## src/include/arl_pkg.sv

```systemverilog
// Constants and carrier types for the address register and memory layout block
// Notes on behaviour
// - Address registers and stack pointers are 32 bits.
// - Byte size refused on address registers.
// - Word source uses low half only.
// - Destination write always updates all bits.
// - Word operands sign-extend to 32 bits.
// - High byte at even, low at odd.
// - Word and long accesses only at even addresses.
// - Long word: high word n, low n+2.
// - Two BCD digits per byte, high nibble first.
// - Byte-wide bus gives identical memory layout.
// - Stop halts execution until an interrupt.
// - False condition without else changes nothing.
// - Stack pointer byte step is two.
package arl_pkg;
  localparam int AW = 32;
  localparam int NREG = 8;
  localparam int SP_IDX = 7;
  localparam logic [31:0] ZERO32 = 32'h0000_0000;
  localparam logic [31:0] STEP_BYTE = 32'h0000_0001;
  localparam logic [31:0] STEP_WORD = 32'h0000_0002;
  localparam logic [31:0] STEP_LONG = 32'h0000_0004;
  localparam logic [31:0] LONG_HALF = 32'h0000_0002;
  localparam int WORD_MSB = 15;

  typedef enum logic [1:0] {
    ARL_SZ_BYTE = 2'b00,
    ARL_SZ_WORD = 2'b01,
    ARL_SZ_LONG = 2'b10
  } arl_size_t;

  typedef enum logic [1:0] {
    ARL_AM_NONE = 2'b00,
    ARL_AM_POSTINC = 2'b01,
    ARL_AM_PREDEC = 2'b10
  } arl_amode_t;

  // One register operation request
  typedef struct packed {
    logic        wr;
    logic        cond_op;
    logic        cond_true;
    logic        has_else;
    logic [2:0]  idx;
    arl_size_t   size;
    arl_amode_t  amode;
    logic [31:0] data;
  } arl_req_t;

  // One memory access request
  typedef struct packed {
    logic        fetch;
    logic        wr;
    arl_size_t   size;
    logic [31:0] addr;
    logic [31:0] data;
  } arl_mreq_t;
endpackage : arl_pkg

```

## src/core/arl_core.sv

```systemverilog
// Address register file, memory layout sequencer, stop and conditional control
`timescale 1ns/1ps
module arl_core #(
  parameter int MEM_BUS_W = 16              // 16 or 8 bit external data bus
) (
  input  wire logic              clk_i,     // 40 MHz clock
  input  wire logic              rst_n_i,   // Async reset, active low
  input  wire logic              req_vld_i, // Register request strobe
  input  wire arl_pkg::arl_req_t req_i,     // Register request
  input  wire logic              supv_i,    // Supervisor mode selects stack
  input  wire logic [2:0]        rd_idx_i,  // Read port index
  input  wire arl_pkg::arl_size_t rd_size_i, // Read size
  output logic [31:0]            rd_data_o, // Read operand
  output logic                   size_err_o, // Byte size on register refused
  input  wire logic              mreq_vld_i, // Memory request strobe
  input  wire arl_pkg::arl_mreq_t mreq_i,   // Memory request
  output logic                   mreq_rdy_o, // Sequencer idle and not stopped
  output logic                   align_err_o, // Odd multibyte access refused
  output logic                   mem_vld_o, // Bus cycle strobe
  output logic [31:0]            mem_addr_o, // Bus byte address
  output logic                   mem_wr_o,  // Bus cycle is a write
  output logic [MEM_BUS_W-1:0]   mem_wdata_o, // Bus write data
  input  wire logic [MEM_BUS_W-1:0] mem_rdata_i, // Bus read data
  input  wire logic              mem_ack_i, // Bus cycle done
  output logic                   rdone_o,   // Read data ready
  output logic [31:0]            rdata_o,   // Assembled read data
  input  wire logic [7:0]        bcd_i,     // Packed decimal byte
  output logic [3:0]             most_significant_digit_o,  // Upper digit
  output logic [3:0]             least_significant_digit_o, // Lower digit
  input  wire logic              stop_i,    // Stop operation executed
  input  wire logic              irq_i,     // Interrupt pin
  output logic                   stopped_o  // Execution halted
);
  localparam int BW = MEM_BUS_W / 8;
  if (MEM_BUS_W != 16 && MEM_BUS_W != 8) begin : g_bus_w_chk
    $error("MEM_BUS_W must be 8 or 16");
  end

  ////////////////////////////////////////////////////////////////////////
  logic rst_m;
  logic rst_n;
  logic irq_m;
  logic irq_s;
  always_ff @(posedge clk_i or negedge rst_n_i) begin
    if (!rst_n_i) begin
      rst_m <= 1'b0;
      rst_n <= 1'b0;
      irq_m <= 1'b0;
      irq_s <= 1'b0;
    end else begin
      rst_m <= 1'b1;
      rst_n <= rst_m;
      irq_m <= irq_i;
      irq_s <= irq_m;
    end
  end

  ////////////////////////////////////////////////////////////////////////
  // Registers 0..6 plus both stack pointers
  logic [arl_pkg::AW-1:0] areg [arl_pkg::NREG];
  logic [arl_pkg::AW-1:0] user_stack_pointer;
  logic [arl_pkg::AW-1:0] supervisor_stack_pointer;
  logic [arl_pkg::AW-1:0] next_areg;

  wire is_sp       = (req_i.idx == 3'(arl_pkg::SP_IDX));
  wire is_byte     = (req_i.size == arl_pkg::ARL_SZ_BYTE);
  wire byte_direct = is_byte && (req_i.amode == arl_pkg::ARL_AM_NONE);
  wire cond_skip   = req_i.cond_op && !req_i.cond_true && !req_i.has_else;
  wire do_req      = req_vld_i && !stopped_o && !cond_skip && !byte_direct;
  wire [31:0] cur  = is_sp ? (supv_i ? supervisor_stack_pointer : user_stack_pointer)
                           : areg[req_i.idx];
  wire [31:0] sext_in = {{16{req_i.data[arl_pkg::WORD_MSB]}}, req_i.data[15:0]};
  wire [31:0] step = (req_i.size == arl_pkg::ARL_SZ_LONG) ? arl_pkg::STEP_LONG :
                     (req_i.size == arl_pkg::ARL_SZ_WORD || is_sp) ? arl_pkg::STEP_WORD
                                                                   : arl_pkg::STEP_BYTE;

  always_comb begin
    case (req_i.amode)
      arl_pkg::ARL_AM_POSTINC: next_areg = cur + step;
      arl_pkg::ARL_AM_PREDEC:  next_areg = cur - step;
      default: next_areg = (req_i.size == arl_pkg::ARL_SZ_WORD) ? sext_in : req_i.data;
    endcase
  end

  wire reg_wr = do_req && (req_i.wr || req_i.amode != arl_pkg::ARL_AM_NONE);

  always_ff @(posedge clk_i or negedge rst_n) begin
    if (!rst_n) begin
      for (int i = 0; i < arl_pkg::NREG; i++) areg[i] <= arl_pkg::ZERO32;
      user_stack_pointer       <= arl_pkg::ZERO32;
      supervisor_stack_pointer <= arl_pkg::ZERO32;
      size_err_o               <= 1'b0;
    end else begin
      size_err_o <= req_vld_i && !stopped_o && !cond_skip && byte_direct;
      if (reg_wr) begin
        if (!is_sp) areg[req_i.idx] <= next_areg;
        else if (supv_i) supervisor_stack_pointer <= next_areg;
        else user_stack_pointer <= next_areg;
      end
    end
  end

  wire [31:0] rd_full = (rd_idx_i == 3'(arl_pkg::SP_IDX))
                      ? (supv_i ? supervisor_stack_pointer : user_stack_pointer) : areg[rd_idx_i];
  // Word read gives the sign-extended low half
  assign rd_data_o = (rd_size_i == arl_pkg::ARL_SZ_LONG) ? rd_full
                   : {{16{rd_full[arl_pkg::WORD_MSB]}}, rd_full[15:0]};

  ////////////////////////////////////////////////////////////////////////
  // Stop state
  always_ff @(posedge clk_i or negedge rst_n) begin
    if (!rst_n) stopped_o <= 1'b0;
    else if (irq_s) stopped_o <= 1'b0;
    else if (stop_i) stopped_o <= 1'b1;
  end

  // Packed decimal split
  assign most_significant_digit_o  = bcd_i[7:4];
  assign least_significant_digit_o = bcd_i[3:0];

  ////////////////////////////////////////////////////////////////////////
  // Memory sequencer: big-endian split into bus-width beats
  typedef enum logic [1:0] {
    ARL_ST_IDLE = 2'b00,
    ARL_ST_BUSY = 2'b01
  } arl_state_t;
  arl_state_t state;
  logic [2:0]  beats_left;
  logic [31:0] addr;
  logic [31:0] wbuf;
  logic [31:0] rbuf;
  logic        wr_q;
  logic        single;

  wire multi   = (mreq_i.size != arl_pkg::ARL_SZ_BYTE) || mreq_i.fetch;
  wire odd_bad = multi && mreq_i.addr[0];
  wire take    = mreq_vld_i && (state == ARL_ST_IDLE) && !stopped_o;
  wire [2:0] nbytes = (mreq_i.size == arl_pkg::ARL_SZ_LONG) ? 3'd4 :
                      (multi ? 3'd2 : 3'd1);
  wire [2:0] nbeats = (BW == 2 && nbytes != 3'd1) ? (nbytes >> 1) : nbytes;
  // Left-justify write data so the top byte goes first
  wire [31:0] wjust = (nbytes == 3'd4) ? mreq_i.data :
                      (nbytes == 3'd2) ? {mreq_i.data[15:0], 16'h0000} : {mreq_i.data[7:0], 24'h0000_00};
  wire byte_beat = (BW == 1) || (nbytes == 3'd1);

  assign mreq_rdy_o = (state == ARL_ST_IDLE) && !stopped_o;
  assign mem_vld_o  = (state == ARL_ST_BUSY);
  assign mem_addr_o = addr;
  assign mem_wr_o   = wr_q;

  // Lane from the latched size, the request lines may move on mid-transfer
  always_comb begin
    if (BW == 2)
      mem_wdata_o = MEM_BUS_W'(single && addr[0] ? {8'h00, wbuf[31:24]} :
                               single ? {wbuf[31:24], 8'h00} : wbuf[31:16]);
    else
      mem_wdata_o = MEM_BUS_W'(wbuf[31:24]);
  end

  logic [7:0]  rb8;
  logic [15:0] rb16;
  always_comb begin
    rb8  = 8'h00;
    rb16 = 16'h0000;
    if (BW == 2) begin
      rb16 = 16'(mem_rdata_i);
      rb8  = addr[0] ? rb16[7:0] : rb16[15:8];
    end else begin
      rb8 = mem_rdata_i[7:0];
    end
  end

  always_ff @(posedge clk_i or negedge rst_n) begin
    if (!rst_n) begin
      state       <= ARL_ST_IDLE;
      beats_left  <= 3'd0;
      addr        <= arl_pkg::ZERO32;
      wbuf        <= arl_pkg::ZERO32;
      rbuf        <= arl_pkg::ZERO32;
      wr_q        <= 1'b0;
      single      <= 1'b0;
      align_err_o <= 1'b0;
      rdone_o     <= 1'b0;
      rdata_o     <= arl_pkg::ZERO32;
    end else begin
      align_err_o <= take && odd_bad;
      rdone_o     <= 1'b0;
      case (state)
        ARL_ST_IDLE: begin
          if (take && !odd_bad) begin
            state      <= ARL_ST_BUSY;
            addr       <= mreq_i.addr;
            wbuf       <= wjust;
            wr_q       <= mreq_i.wr && !mreq_i.fetch;
            beats_left <= nbeats;
            single     <= byte_beat;
            rbuf       <= arl_pkg::ZERO32;
          end
        end
        ARL_ST_BUSY: begin
          if (mem_ack_i) begin
            // High part first, next part at the next higher address
            if (single) begin
              rbuf <= {rbuf[23:0], rb8};
              wbuf <= {wbuf[23:0], 8'h00};
              addr <= addr + arl_pkg::STEP_BYTE;
            end else begin
              rbuf <= {rbuf[15:0], rb16};
              wbuf <= {wbuf[15:0], 16'h0000};
              addr <= addr + arl_pkg::LONG_HALF;
            end
            beats_left <= beats_left - 3'd1;
            if (beats_left == 3'd1) begin
              state   <= ARL_ST_IDLE;
              rdone_o <= !wr_q;
              rdata_o <= single ? {rbuf[23:0], rb8} : {rbuf[15:0], rb16};
            end
          end
        end
        default: state <= ARL_ST_IDLE;
      endcase
    end
  end
endmodule : arl_core

```

## config.mk

```make
export PLATFORM = sky130hd
export DESIGN_NAME = arl_core
export DESIGN_NICKNAME = d
export VERILOG_FILES = /design/src/include/arl_pkg.sv /design/src/core/arl_core.sv
export SDC_FILE = /design/constraint.sdc
export NUM_CORES = 1
export LEC_CHECK = 0
export BUFFER_PORTS_ARGS = -buffer_cell sky130_fd_sc_hd__buf_2
export CAP_MARGIN = 20
export CORE_MARGIN = 3
export CORE_UTILIZATION = 55
export CTS_CLUSTER_SIZE = 8
export DETAILED_ROUTE_END_ITERATION = 8
export HOLD_SLACK_MARGIN = 0.03
export PLACE_DENSITY = 0.81
export SKIP_CTS_REPAIR_TIMING = 1
export SLEW_MARGIN = 25
export SYNTH_ARGS = -nofsm -noshare
export SYNTH_HDL_FRONTEND = slang
export SYNTH_SLANG_ARGS = --single-unit
```

## constraint.sdc

```tcl
create_clock -name clk_i -period 38.8 [get_ports clk_i]
set_input_delay 3.88 -clock clk_i [delete_from_list [all_inputs] [get_ports clk_i]]
set_output_delay 3.88 -clock clk_i [all_outputs]
set_load 0.02 [all_outputs]
```

==> key figures <==
Die
  – Io pins: 275
  – Core area: 43,300 um^2
  – Width of the die: ~220 um
  – # rows: 76
  – Chip Height: between 200 and 250 um
  – Starting Density: 55.8%
  – Die footprint: approximately 46,000 um^2

STA
  – RSZ-0062 raised after global routing: no
  – Final setup margin: 28.45 ns
  – # setup viols final: 0
  – Final Hold Viols: 0
  – F_max: between 0.09 and 0.1 GHz
  – Layout Skew: 0.0357 ns
  – Crit path time final: about 10 ns
  – Fin crit share: 26.7%
  – Setup TNS: 0 ns
  – Worst slew pin tran: 1.07 ns
  – Max transition margin: 26.5%
  – Max Transition Viols Final: 0
  – Hold_ws: 0.347 ns

Power and ir drop
  – Clock share of power: 24.2%
  – P_int: 1.14 mW
  – Worst vdd ir: 0.0000931 V
  – Pwr/cell area: between 60 and 70 nW/um^2
  – Seq pwr share: 39.1%
  – Sw frac: 39.2%
  – LEAKAGE: 12.2 nW
  – Logic pwr share: between 30% and 40%
  – Psw: 736 uW

Cells and area
  – Final nets: approximately 2,900
  – Share of layout cells above drive strength 1: a little over a fifth
  – Fin area: 27,200 um^2
  – Most frequent cells in the layout: dfrtp_1 (420), nand2_1 (418), o21ai_0 (364)
  – Util after Layout: 63.0%
  – Area Growth Syn to Fin: 12.8%
  – Commonest non-fill, non-tap cell in the layout: dfrtp_1

Global route
  – First-pass GRT wire length: 124,000 um
  – Global-route usage over all layers: between 30% and 40%
  – Initial antenna violation count: 13
  – Pin count of the biggest net entering global routing: between 80 and 90
  – Number of global-route vias before repair: between 20,000 and 25,000
  – Total gr overflow: 0

Worst setup path
  – FF-to-FF path depth: 15
  – Worst setup path startpoint: rd_idx_i[0]
  – Setup Crit Path Kind: input pin to output pin
  – Required @ worst endpoint: 34.92 ns
  – Crit path DAT: 6.47 ns
  – Reg2reg start: areg[192]$_DFFE_PN0P_
  – Worst setup EP type: output pin
  – Startpoint Class: input pin
  – CP Max Fanout: 42

Yosys
  – Syn_nets: 2,747
  – Netlist cell types: 77
  – Synth area leaders: dfrtp_1 (44%), o21ai_0 (7.5%), mux4_2 (7.5%)
  – Yosys reg bits: 422
  – Register area share after synthesis: 43.7%
  – Cell area after synthesis: 24,200 um^2
  – Dominant synthesized flop cell: dfrtp_1
  – Post-Synthesis Cells: 2,560
  – Post-synthesis async set-or-reset flop share: 100%
  – Leading area contributor after synthesis: dfrtp_1
  – Post-synth EDFFs: 0
  – Ys Warns: 0
  – Post-synth top area share: between 40 and 50%
  – Mean Syn Cell Area: 9.44 um^2

Drt
  – Detailed Route WL: 79,000 um
  – Routed WL per cell: 24.0 um
  – Initial DRT Pass Iterations: 6
  – Via-to-Cell Ratio: roughly 6.7
  – Residual DRC count: 0
  – Vias: 22,000
  – DR iter-0 viols: 2,877
  – ANT nets after route: 0

Placement
  – DP Area: 25,700 um^2
  – DP Wirelength: 52,200 um
  – Final RePlAce weighted congestion: a little under 1
  – Placement Setup Slack: between 20 and 30 ns
  – Port buffer count: 258

Clocking
  – H-tree Lvls: 2
  – CTS tree: built
  – Maximum clock path buffer count: 3
  – Clock root cell: clkbuf_16
  – Worst skew pair latency: 0.63 ns
  – Clock-pin slew on the worst setup and hold paths: 0.05 ns
  – # clock sinks: between 400 and 500
  – CTS Buf Count: 58

Run status
  – Outcome: completed

Worst hold path
  – Hold path start: irq_m$_DFF_PN0_
  – Hold depth: 0
  – Worst Hold Class: flop to flop

Run
  – Max_cap viols: 0
power by group through the flow:
stage / clock, mW / sequential (mW) / combinational (mW)
after global routing: 0.479 / 0.753 / 0.752
after floorplan: 0 / 0.734 / 0.451
after detailed placement: 0 / 0.732 / 0.676
final: 0.455 / 0.735 / 0.688
after global placement: 0 / 0.721 / 0.648
after CTS: 0.461 / 0.729 / 0.681
sequential cells by signal, summed over array words and instances, names as in the netlist:
register,flops
rbuf,24
supervisor_stack_pointer,32
align_err_o,1
irq_m,1
stopped_o,1
areg,224
rst_m,1
state,1
rdone_o,1
wbuf,32
user_stack_pointer,32
rdata_o,32
mem_wr_o,1
rst_n,1
mem_addr_o,32
beats_left,3
single,1
size_err_o,1
irq_s,1
layout make-up:
class / instances / area (um^2)
Inverter: 24 / 90.1
Multi-Input combinational cell: 1907 / 12700
Clock inverter: 2 / 46.3
Sequential cell: 422 / 10600
Tap cell: 585 / 732
Clock buffer: 62 / 1500
Fill cell: 3458 / 16000
Antenna cell: 3 / 7.51
Timing Repair Buffer: 292 / 1580
through the flow:
stage          power [mW]  instances
5_1_grt              1.98       3294
2_1_floorplan        1.18       2560
3_5_place_dp         1.41       3230
3_3_place_gp         1.37       3229
6_report             1.88       3297
4_1_cts              1.87       3294
critical path: stages:
cell and delay (ns):
buf_4 0.39, buf_4 0.81, mux4_2 0.60, mux2i_1 0.40, a31oi_1 0.16, buf_2 0.20
final timing paths:
check / slack, ns / end
setup / recovery: 28.45 / rd_data_o[20]
hold / removal: 0.35 / irq_s$_DFF_PN0_
setup reg to reg: 34.32 / areg[248]$_DFFE_PN0P_
hold reg to reg: 0.35 / irq_s$_DFF_PN0_
max in group asynchronous: 35.59 / rst_n$_DFF_PN0_
min in group asynchronous: 0.44 / areg[186]$_DFFE_PN0P_
logic make-up (layout without fill, tap and decap cells):
family	after synthesis	count (layout)	synth area share [%]
AND/OR/NAND/NOR	785	785	13.8
AO/OA/AOI/OAI	786	786	19.8
XOR/XNOR	19	19	0.689
multiplexers	277	277	16.1
adder cells (fa/ha/maj)	39	39	2.05
buffers and inverters	231	380	3.87
other	1	4	0.0155
flip-flops	422	422	43.7
Yosys cell counts (17+ instances only):
library cell,n
inv_1,23
nand2_1,423
nand3_1,47
o22ai_1,38
nor2b_1,17
mux4_2,80
a31oi_1,44
buf_2,22
and2_1,23
o21ai_0,364
nor2_1,183
nor3_1,18
a221oi_1,32
dfrtp_1,422
clkbuf_1,148
mux2i_1,114
mux2_2,80
ha_1,38
a22oi_1,20
a21oi_1,137
and3_1,23
buf_1,26
per-layer routing:
metal / track usage [%] / routed length [um] / up-vias
met5: 0 / 107 / -
met4: 16.9 / 4210 / 18
met3: 9.91 / 9470 / 339
met2: 53.9 / 36500 / 1473
met1: 41.5 / 28700 / 10600
li1: - / - / 9544
Note: power is estimated with default switching activity, not from simulation.
